<file path="config.mk">
export PLATFORM = sky130hd
export DESIGN_NAME = serial_channel
export DESIGN_NICKNAME = d
export VERILOG_FILES = /design/src/rtl/serial_channel_pkg.sv /design/src/rtl/serial_channel.sv
export SDC_FILE = /design/constraint.sdc
export NUM_CORES = 1
export LEC_CHECK = 0
export BUFFER_PORTS_ARGS = -buffer_cell sky130_fd_sc_hd__buf_4
export CELL_PAD_IN_SITES_DETAIL_PLACEMENT = 0
export CELL_PAD_IN_SITES_GLOBAL_PLACEMENT = 1
export CORE_MARGIN = 2
export CORE_UTILIZATION = 47
export CTS_CLUSTER_DIAMETER = 200
export DETAILED_ROUTE_END_ITERATION = 10
export PLACE_DENSITY = 0.93
export SYNTH_ARGS = -nofsm -noshare
export SYNTH_HDL_FRONTEND = slang
export SYNTH_SLANG_ARGS = --single-unit
</file>
<file path="constraint.sdc">
create_clock -name ref_clk -period 5.6 [get_ports ref_clk]
set_input_delay 0.28 -clock ref_clk [delete_from_list [all_inputs] [get_ports ref_clk]]
set_output_delay 0.28 -clock ref_clk [all_outputs]
set_load 0.03 [all_outputs]
</file>
<file path="src/rtl/serial_channel_pkg.sv">
// Register map, field layout and encodings of the asynchronous serial channel.
package serial_channel_pkg;
	localparam logic [4:0] CTRL_OFS = 5'h00;
	localparam logic [4:0] STAT_OFS = 5'h04;
	localparam logic [4:0] DATA_OFS = 5'h08;
	localparam logic [4:0] DIV_OFS = 5'h0c;
	localparam logic [4:0] CFG_OFS = 5'h10;
	localparam int CTRL_EXT_LSB = 0;
	localparam int CTRL_MODE_LSB = 3;
	localparam int ST_RI_LSB = 0;
	localparam int ST_TI_LSB = 2;
	localparam int ST_NINTH_LSB = 4;
	localparam int ST_OVW_LSB = 6;
	localparam logic [4:0] CTRL_RST = 5'h00;
	localparam logic [15:0] DIV_RST = 16'h0001;
	localparam logic TI_RST = 1'b1;
	localparam logic [1:0] CMD_CLEAR = 2'h2;
	localparam logic [1:0] CMD_SET = 2'h3;
	localparam logic [3:0] LAST_SAMPLE = 4'hf;
	localparam logic [3:0] TX_LAST_BIT = 4'ha;
	localparam logic [3:0] RX_NINTH_IDX = 4'h8;
	localparam logic [3:0] RX_STOP_IDX = 4'h9;
	localparam logic [31:0] UNMAPPED_READ = 32'h0000_0000;

	typedef enum logic [1:0]
	{
		MODE_OFF = 2'b00,
		MODE_ASYNC = 2'b01,
		MODE_PACKET = 2'b10,
		MODE_LINK = 2'b11
	} mode_t;

	typedef enum logic [1:0]
	{
		NINTH_STOP = 2'b00,
		NINTH_EVEN = 2'b01,
		NINTH_ODD = 2'b10,
		NINTH_USER = 2'b11
	} ninth_t;

	typedef enum logic {TX_IDLE = 1'b0, TX_SEND = 1'b1} tx_state_t;
	typedef enum logic {RX_HUNT = 1'b0, RX_BITS = 1'b1} rx_state_t;

	typedef struct packed
	{
		logic async_en;
		logic packet_rx;
		logic packet_tx;
		logic packet_repeat;
		logic link_en;
		logic link_master;
		logic link_wide;
		logic link_output;
	} cfg_t;
endpackage : serial_channel_pkg

</file>
<file path="src/rtl/serial_channel.sv">
// Asynchronous serial channel with mode decoding and an Avalon-MM slave.
// What this block does
// Mode 01 with low extension bits 00 sends no parity, two stop bits.
// Low extension 01 even, 10 odd, 11 fixed top-bit ninth, one stop.
// Mode 10 low bit picks packet receive or send; mid bit repeats a send.
// Mode 11 top bit master, mid bit 16-bit words, low bit output.
// In mode 01 transmit and receive run at the same time.
// Async data goes out on the frame valid line, in on data line.
// A sent frame is start, eight data bits LSB first, ninth, stop.
// Ninth sent bit is parity, user bit or first stop per format.
// Moving the hold byte into the shifter sets the hold-empty flag.
// Writing the data buffer or the flag field clears hold-empty.
// A second write before the move replaces the unsent byte.
// The receiver samples its input at sixteen times the bit rate.
// Start is seen when samples 1, 7, 8 and 9 of sixteen are low.
// Each later bit is a majority of samples 7, 8, 9 of its period.
// Received data bits shift in, first bit ending as the LSB.
// The tenth received bit is checked per format and always stored.
// A good frame moves to the hold register after the eleventh bit.
// Bad parity or missing stop discards the frame untouched.
// Filling the receive hold register sets the hold-full flag.
// Reading the data buffer or writing the flag field clears it.
// A new byte replaces an unread one in the receive hold register.
// Overwrite sets the overrun flag; writes 10 clear, 11 set it.
// Hold-full reads 01 when full, 00 when empty; 0X writes nothing.
// Bit rate is clock over sixteen times divider; zero means 65536.
// The transmit line idles high; start is low and stops are high.
// The peer uses the same rate, parity and stops, LSB first.
//
// Local design decisions: the Avalon-MM interface to the registers and the address map.
`timescale 1ns/1ns
module serial_channel
	import serial_channel_pkg::*;
#(
	parameter int DIV_W = 16
)
(
	input wire logic ref_clk,
	input wire logic rst,
	input wire logic [4:0] address,
	input wire logic read,
	input wire logic write,
	input wire logic [31:0] writedata,
	output logic [31:0] readdata,
	output logic waitrequest,
	input wire logic frame_valid_line_in,
	output logic frame_valid_line_out,
	output logic frame_valid_line_oe,
	input wire logic serial_data_line_in,
	output logic serial_data_line_out,
	output logic serial_data_line_oe,
	output cfg_t channel_cfg
);

	generate
		if (DIV_W < 2 || DIV_W > 16)
		begin : g_bad_width
			$error("DIV_W must lie between 2 and 16.");
		end
	endgenerate

	function automatic logic ninth_bit(input logic [1:0] fmt,
		input logic [7:0] data, input logic user);
		logic bit_v;
		bit_v = 1'b1;
		case (fmt)
			NINTH_STOP: bit_v = 1'b1;
			NINTH_EVEN: bit_v = ^data;
			NINTH_ODD: bit_v = ~^data;
			NINTH_USER: bit_v = user;
			default: bit_v = 1'b1;
		endcase
		return bit_v;
	endfunction : ninth_bit

	function automatic logic [1:0] pair_next(input logic [1:0] cmd,
		input logic cur);
		logic [1:0] res;
		res = {1'b0, cur};
		if (cmd == CMD_CLEAR)
		begin
			res = 2'b10;
		end
		else if (cmd == CMD_SET)
		begin
			res = 2'b11;
		end
		return res;
	endfunction : pair_next

	logic ack_q;
	logic [31:0] readdata_q;
	logic [4:0] ctrl_q;
	logic [DIV_W-1:0] div_q;
	logic [DIV_W-1:0] div_cnt_q;
	logic ti_q;
	logic ri_q;
	logic ovw_q;
	logic rb8_q;
	logic [7:0] tx_hold_q;
	logic [7:0] rx_hold_q;
	tx_state_t tx_state_q;
	logic [10:0] tx_frame_q;
	logic [3:0] tx_sub_q;
	logic [3:0] tx_bit_q;
	rx_state_t rx_state_q;
	logic [15:0] hist_q;
	logic [3:0] rx_sub_q;
	logic [3:0] rx_bit_q;
	logic [7:0] rx_shift_q;

	wire req = read | write;
	wire wr_fire = write & ack_q;
	wire rd_fire = read & ack_q;
	wire sel_ctrl = address == CTRL_OFS;
	wire sel_stat = address == STAT_OFS;
	wire sel_data = address == DATA_OFS;
	wire sel_div = address == DIV_OFS;
	wire sel_cfg = address == CFG_OFS;
	wire wr_ctrl = wr_fire & sel_ctrl;
	wire wr_stat = wr_fire & sel_stat;
	wire wr_data = wr_fire & sel_data;
	wire wr_div = wr_fire & sel_div;
	wire rd_data = rd_fire & sel_data;

	wire [1:0] mode = ctrl_q[CTRL_MODE_LSB +: 2];
	wire [2:0] ext = ctrl_q[CTRL_EXT_LSB +: 3];
	wire [1:0] fmt = ext[1:0];
	wire async_en = mode == MODE_ASYNC;

	assign channel_cfg.async_en = async_en;
	assign channel_cfg.packet_rx = mode == MODE_PACKET && !ext[0];
	assign channel_cfg.packet_tx = mode == MODE_PACKET && ext[0];
	assign channel_cfg.packet_repeat = mode == MODE_PACKET && ext[0]
		&& ext[1];
	assign channel_cfg.link_en = mode == MODE_LINK;
	assign channel_cfg.link_master = mode == MODE_LINK && ext[2];
	assign channel_cfg.link_wide = mode == MODE_LINK && ext[1];
	assign channel_cfg.link_output = mode == MODE_LINK && ext[0];

	// Status reads hold two-bit fields whose upper bit reads zero.
	wire [7:0] stat_rd = {1'b0, ovw_q, 1'b0, rb8_q, 1'b0, ti_q, 1'b0,
		ri_q};
	wire [31:0] rd_mux = sel_ctrl ? {27'h0, ctrl_q} :
		sel_stat ? {24'h0, stat_rd} :
		sel_data ? {24'h0, rx_hold_q} :
		sel_div ? {{(32-DIV_W){1'b0}}, div_q} :
		sel_cfg ? {24'h0, channel_cfg} : UNMAPPED_READ;

	// Every access waits one cycle, then completes.
	assign waitrequest = req & ~ack_q;
	assign readdata = readdata_q;

	always_ff @(posedge ref_clk)
	begin
		if (rst)
		begin
			ack_q <= 1'b0;
			readdata_q <= 32'h0000_0000;
		end
		else
		begin
			ack_q <= req & ~ack_q;
			readdata_q <= (read & ~ack_q) ? rd_mux : readdata_q;
		end
	end

	wire [DIV_W-1:0] div_last = div_q - 1'b1;
	// A smaller divider written mid-count takes effect without a long wrap.
	wire tick = div_cnt_q >= div_last;

	always_ff @(posedge ref_clk)
	begin
		if (rst)
		begin
			ctrl_q <= CTRL_RST;
			div_q <= DIV_RST[DIV_W-1:0];
			div_cnt_q <= '0;
			tx_hold_q <= 8'h00;
		end
		else
		begin
			ctrl_q <= wr_ctrl ? writedata[4:0] : ctrl_q;
			div_q <= wr_div ? writedata[DIV_W-1:0] : div_q;
			div_cnt_q <= tick ? '0 : div_cnt_q + 1'b1;
			tx_hold_q <= wr_data ? writedata[7:0] : tx_hold_q;
		end
	end

	// Transmitter: a hold byte loads on a sample tick when the line is idle.
	// A data write in the same cycle defers the load so no byte is lost.
	wire tx_load = async_en & tx_state_q == TX_IDLE & ~ti_q & ~wr_data
		& tick;
	wire tx_bit_end = tick & tx_sub_q == LAST_SAMPLE;
	wire [10:0] tx_frame_new = {1'b1, ninth_bit(fmt, tx_hold_q, ext[2]),
		tx_hold_q, 1'b0};

	always_ff @(posedge ref_clk)
	begin
		if (rst || !async_en)
		begin
			tx_state_q <= TX_IDLE;
			tx_frame_q <= 11'h7ff;
			tx_sub_q <= 4'h0;
			tx_bit_q <= 4'h0;
		end
		else if (tx_load)
		begin
			tx_state_q <= TX_SEND;
			tx_frame_q <= tx_frame_new;
			tx_sub_q <= 4'h0;
			tx_bit_q <= 4'h0;
		end
		else if (tx_state_q == TX_SEND && tick)
		begin
			tx_sub_q <= tx_sub_q + 4'h1;
			if (tx_bit_end)
			begin
				tx_frame_q <= {1'b1, tx_frame_q[10:1]};
				tx_bit_q <= tx_bit_q + 4'h1;
				tx_state_q <= tx_bit_q == TX_LAST_BIT ? TX_IDLE : TX_SEND;
			end
		end
	end

	wire txd = tx_state_q == TX_SEND ? tx_frame_q[0] : 1'b1;
	assign frame_valid_line_out = async_en ? txd : 1'b1;
	assign frame_valid_line_oe = async_en;
	assign serial_data_line_out = 1'b1;
	assign serial_data_line_oe = 1'b0;

	// Receiver: sixteen-sample history of the data line.
	wire [15:0] hist_d = tick ? {hist_q[14:0], serial_data_line_in} : hist_q;
	wire rx_start = async_en & rx_state_q == RX_HUNT & tick & ~hist_d[15]
		& ~hist_d[9] & ~hist_d[8] & ~hist_d[7];
	wire vote = (hist_d[9] & hist_d[8]) | (hist_d[9] & hist_d[7])
		| (hist_d[8] & hist_d[7]);
	wire rx_decide = rx_state_q == RX_BITS & tick
		& rx_sub_q == LAST_SAMPLE;
	wire parity_ok = fmt == NINTH_STOP ? rb8_q :
		fmt == NINTH_EVEN ? ~(^{rx_shift_q, rb8_q}) :
		fmt == NINTH_ODD ? ^{rx_shift_q, rb8_q} : 1'b1;
	wire frame_ok = parity_ok & vote;
	wire rx_done = rx_decide & rx_bit_q == RX_STOP_IDX & frame_ok;

	always_ff @(posedge ref_clk)
	begin
		if (rst || !async_en)
		begin
			rx_state_q <= RX_HUNT;
			hist_q <= 16'hffff;
			rx_sub_q <= 4'h0;
			rx_bit_q <= 4'h0;
			rx_shift_q <= 8'h00;
		end
		else
		begin
			hist_q <= hist_d;
			if (rx_start)
			begin
				rx_state_q <= RX_BITS;
				rx_sub_q <= 4'h0;
				rx_bit_q <= 4'h0;
			end
			else if (rx_state_q == RX_BITS && tick)
			begin
				rx_sub_q <= rx_sub_q + 4'h1;
				if (rx_decide)
				begin
					rx_bit_q <= rx_bit_q + 4'h1;
					if (rx_bit_q < RX_NINTH_IDX)
					begin
						rx_shift_q <= {vote, rx_shift_q[7:1]};
					end
					if (rx_bit_q == RX_STOP_IDX)
					begin
						rx_state_q <= RX_HUNT;
					end
				end
			end
		end
	end

	// Flags: hardware set wins over any clear in the same cycle.
	wire [1:0] ti_sw = pair_next(writedata[ST_TI_LSB +: 2], ti_q);
	wire [1:0] ri_sw = pair_next(writedata[ST_RI_LSB +: 2], ri_q);
	wire [1:0] ovw_sw = pair_next(writedata[ST_OVW_LSB +: 2], ovw_q);
	wire rb8_take = rx_decide & rx_bit_q == RX_NINTH_IDX;

	always_ff @(posedge ref_clk)
	begin
		if (rst)
		begin
			ti_q <= TI_RST;
			ri_q <= 1'b0;
			ovw_q <= 1'b0;
			rb8_q <= 1'b0;
			rx_hold_q <= 8'h00;
		end
		else
		begin
			if (tx_load)
			begin
				ti_q <= 1'b1;
			end
			else if (wr_data)
			begin
				ti_q <= 1'b0;
			end
			else if (wr_stat)
			begin
				ti_q <= ti_sw[0];
			end
			if (rx_done)
			begin
				ri_q <= 1'b1;
			end
			else if (rd_data)
			begin
				ri_q <= 1'b0;
			end
			else if (wr_stat)
			begin
				ri_q <= ri_sw[0];
			end
			if (rx_done && ri_q)
			begin
				ovw_q <= 1'b1;
			end
			else if (wr_stat)
			begin
				ovw_q <= ovw_sw[0];
			end
			rb8_q <= rb8_take ? vote : rb8_q;
			rx_hold_q <= rx_done ? rx_shift_q : rx_hold_q;
		end
	end
endmodule : serial_channel

</file>
==> flow_summary.json <==
{
  "fmax_mhz": 236,
  "die_area_sq_um": 14700,
  "status": "finished, final reports clean",
  "skew_ns": 0.00782,
  "syn_area_per_cell_sq_um": 8.51,
  "finalNetCount": 857,
  "maxCapViolations": 0,
  "synth_ff_type": "dfxtp_1",
  "crit_buf_inv": 0,
  "setup_viol": 0,
  "tightestPinTransition_ns": 1.09,
  "diodes": 0,
  "hold_class": "input pin to flop",
  "clockBufferDepth": 2,
  "coreArea_sq_um": 13300,
  "numCtsBuffers": 17,
  "crit_slowest_cell": "a21oi_1",
  "period_needed_ns": 4.24,
  "stdcell_count": 978,
  "sequentialPowerShare_pct": 42.5,
  "synth_most_common_cell": "dfxtp_1",
  "finalHoldViolations": 0,
  "place_inst": 946,
  "synth_common_cells": "dfxtp_1, nand2_1, nor2_1, a21oi_1, nand3_1",
  "synth_compound_area_share_pct": 16.5,
  "dp_slack_ns": 1.36,
  "swShare_pct": 22.8,
  "synth_seq_cells": 125,
  "p_switching_mw": 0.481,
  "grt_pass1_wl_mm": 25.2,
  "gp_congestion": 0.914,
  "antenna_found_initial": 0,
  "vias": 5515,
  "muxShareOfSynthArea_pct": 4.70,
  "synthXorXnorAreaFrac_pct": 6.89,
  "seq_area_frac_synth_pct": 38.8,
  "synth.top_cell.area_share_pct": 38.8,
  "io_pins": 88,
  "viasPerCell": 5.64,
  "synth-adder-area-share_pct": 5.01,
  "yosys_warnings": 0,
  "io_buffers": 52,
  "synth_edf_count": 0,
  "powerDensity_nw_per_um2": 286,
  "ys_types": 76,
  "htree_num_levels": 4,
  "worst-setup-path-type": "flop to flop",
  "drc": 0,
  "fin_area_sq_um": 7390,
  "fin_ws_ns": 1.36,
  "clk_pin_slew_ns": 0.05,
  "grtUsageTotal_pct": 21.6,
  "peakVddDrop_uv": 220,
  "rr_worst_depth": 13,
  "area_delta_synth_final_pct": 14.7,
  "fill_cells": 1168,
  "crit_required_ns": 5.88,
  "overflow": 0,
  "grt_pass1_vias": 5302,
  "synth_area_sq_um": 6440,
  "slew_headroom_pct": 26.8,
  "synthCells": 757,
  "hold_depth": 3,
  "post_cts_buffers": 0,
  "arrival_ns": 4.52,
  "drtIter0Drc": 434,
  "clkPwrFrac_pct": 52.4,
  "die_h_um": 121,
  "dpl.hpwl_mm": 11.1,
  "die_w_um": 121,
  "critical_path_peak_fanout": 18,
  "crit_cells": 13,
  "cts_resized": 0,
  "async_flop_share_pct": 0,
  "maxSlewViolCount": 0,
  "drt_first_pass_iters": 5,
  "path_cells": "nor3_1 -> nand2_1 -> nor2_1 -> nand2_1 -> nor4_1 -> xnor2_1 -> ha_1 -> and2_2 -> a221o_1 -> a21oi_2 -> nand3_1 -> a21oi_1 -> a21oi_1",
  "antenna_left": 0,
  "wl_mm": 15.3,
  "clkLatencyLatePin_ns": 0.42,
  "drive_above_1_share_pct": 13.3,
  "start_util_pct": 48.5,
  "p_comb_share_pct": 5.1,
  "slowest_delay_ns": 0.67,
  "yosys.area.top_type": "dfxtp_1",
  "placed_area_sq_um": 6800,
  "cts_tree": "done",
  "regArea_sq_um": 2500,
  "rsz0062_at_grt": "no",
  "multi_input_area_sq_um": 3600,
  "synth_area_leaders": "dfxtp_1, a21oi_1, nand2_1",
  "cts_sinks": 125,
  "fp-row-count": 42,
  "yosys.area_share.simple_pct": 21.6,
  "p_int_mw": 1.63,
  "cp-start-kind": "flop",
  "routedWlPerCell_um": 15.7,
  "synth_top_family_by_area": "simple AND/OR/NAND/NOR gates",
  "leakage_nw": 2.74,
  "cts_root_buffer": "clkbuf_16",
  "endpoint_kind": "flop",
  "finalCritPeriodShare_pct": 75.7,
  "cp_top_family": "simple AND/OR/NAND/NOR gates",
  "postCtsHoldBufs": 0,
  "fin_tns_setup_ns": 0,
  "grt_max_degree": 57
}
-- final timing paths --
check | start | to | slack, ns
max | div_q[2] | tx_frame_q[1] | 1.36
max reg2reg | div_q[2] | tx_frame_q[1] | 1.36
min reg2reg | readdata[7] | readdata[7] | 0.45
min | serial_data_line_in | hist_q[0] | 0.07
-- logic make-up after synthesis --
logic type / count (synthesis)
AND/OR/NAND/NOR: 290
AO/OA/AOI/OAI: 164
flip-flops: 125
buffers and inverters: 75
XOR/XNOR: 45
multiplexers: 30
adder cells (fa/ha/maj): 26
other: 2
-- tightest hold or removal path, stage by stage --
cell,delay [ns]
buf_4,0.07
nand2_1,0.04
nand3_1,0.06
-- cell type report --
| cell class | instances | area share, % |
|---|---|---|
| Clock buffer | 24 | 6.65 |
| Clock inverter | 8 | 1.44 |
| Inverter | 18 | 0.914 |
| Multi-Input combinational cell | 573 | 48.7 |
| Sequential cell | 125 | 33.8 |
| Tap cell | 176 | 2.98 |
| Timing Repair Buffer | 54 | 5.48 |
-- sequential cells by signal (all words and copies together), names as in the netlist, 4 cells and up --
register    cells
hist_q         15
rx_shift_q      8
tx_sub_q        4
readdata       16
rx_sub_q        4
tx_bit_q        4
tx_frame_q     10
rx_bit_q        4
div_q          16
div_cnt_q      16
rx_hold_q       8
ctrl_q          5
tx_hold_q       8
-- per-layer routing --
| metal | GRT usage, % | routed length (um) | vias up | part of all wire (%) |
|---|---|---|---|---|
| met1 | 27.1 | 6780 | 2628 | 44 |
| met5 | 0 | 0 | - | 0 |
| met4 | 6.69 | 171 | 0 | 1.1 |
| li1 | - | - | 2715 | - |
| met3 | 6.20 | 778 | 21 | 5.1 |
| met2 | 35.9 | 7590 | 151 | 50 |
-- power by group through the flow --
stage          clock (mW)  sequential (mW)  combinational [mW]
2_1_floorplan           0            0.921              0.0775
3_3_place_gp            0            0.917               0.106
3_5_place_dp            0            0.917               0.107
4_1_cts              1.12            0.898               0.108
5_1_grt              1.16            0.898               0.119
6_report             1.11            0.898               0.109
-- cells in the final DEF (no fill, tap or decap), types with 5 or more instances in the layout --
cell type  synthesis  final
nor2_1            78     78
inv_1             17     17
dfxtp_1          125    125
a21oi_1           73     73
and2_1             5      5
ha_1              25     25
o21ai_0           23     23
mux2i_1           28     28
nand3_1           39     39
o31ai_1           13     13
or4_1              5      5
nand4_1           15     15
nor3_1            11     10
xor2_1            11     11
conb_1             2     18
a22oi_1            8      8
nor4_1             7      7
nand2_1           89     89
clkbuf_16          0     17
and3_1            10     10
nor2b_1            7      7
xnor2_1           30     30
a31oi_1            6      6
buf_4             20     54
-- metrics by stage --
step / total power [mW] / utilization, % / hold WS, ns
after floorplan: 0.998 / - / 0.403
after global placement: 1.02 / 51.1 / 0.442
after detailed placement: 1.02 / 51.1 / 0.447
after CTS: 2.13 / 55.6 / 0.0573
after global routing: 2.18 / 55.6 / 0.0848
final: 2.11 / 55.6 / 0.0688
(Power assumes the default switching activity.)
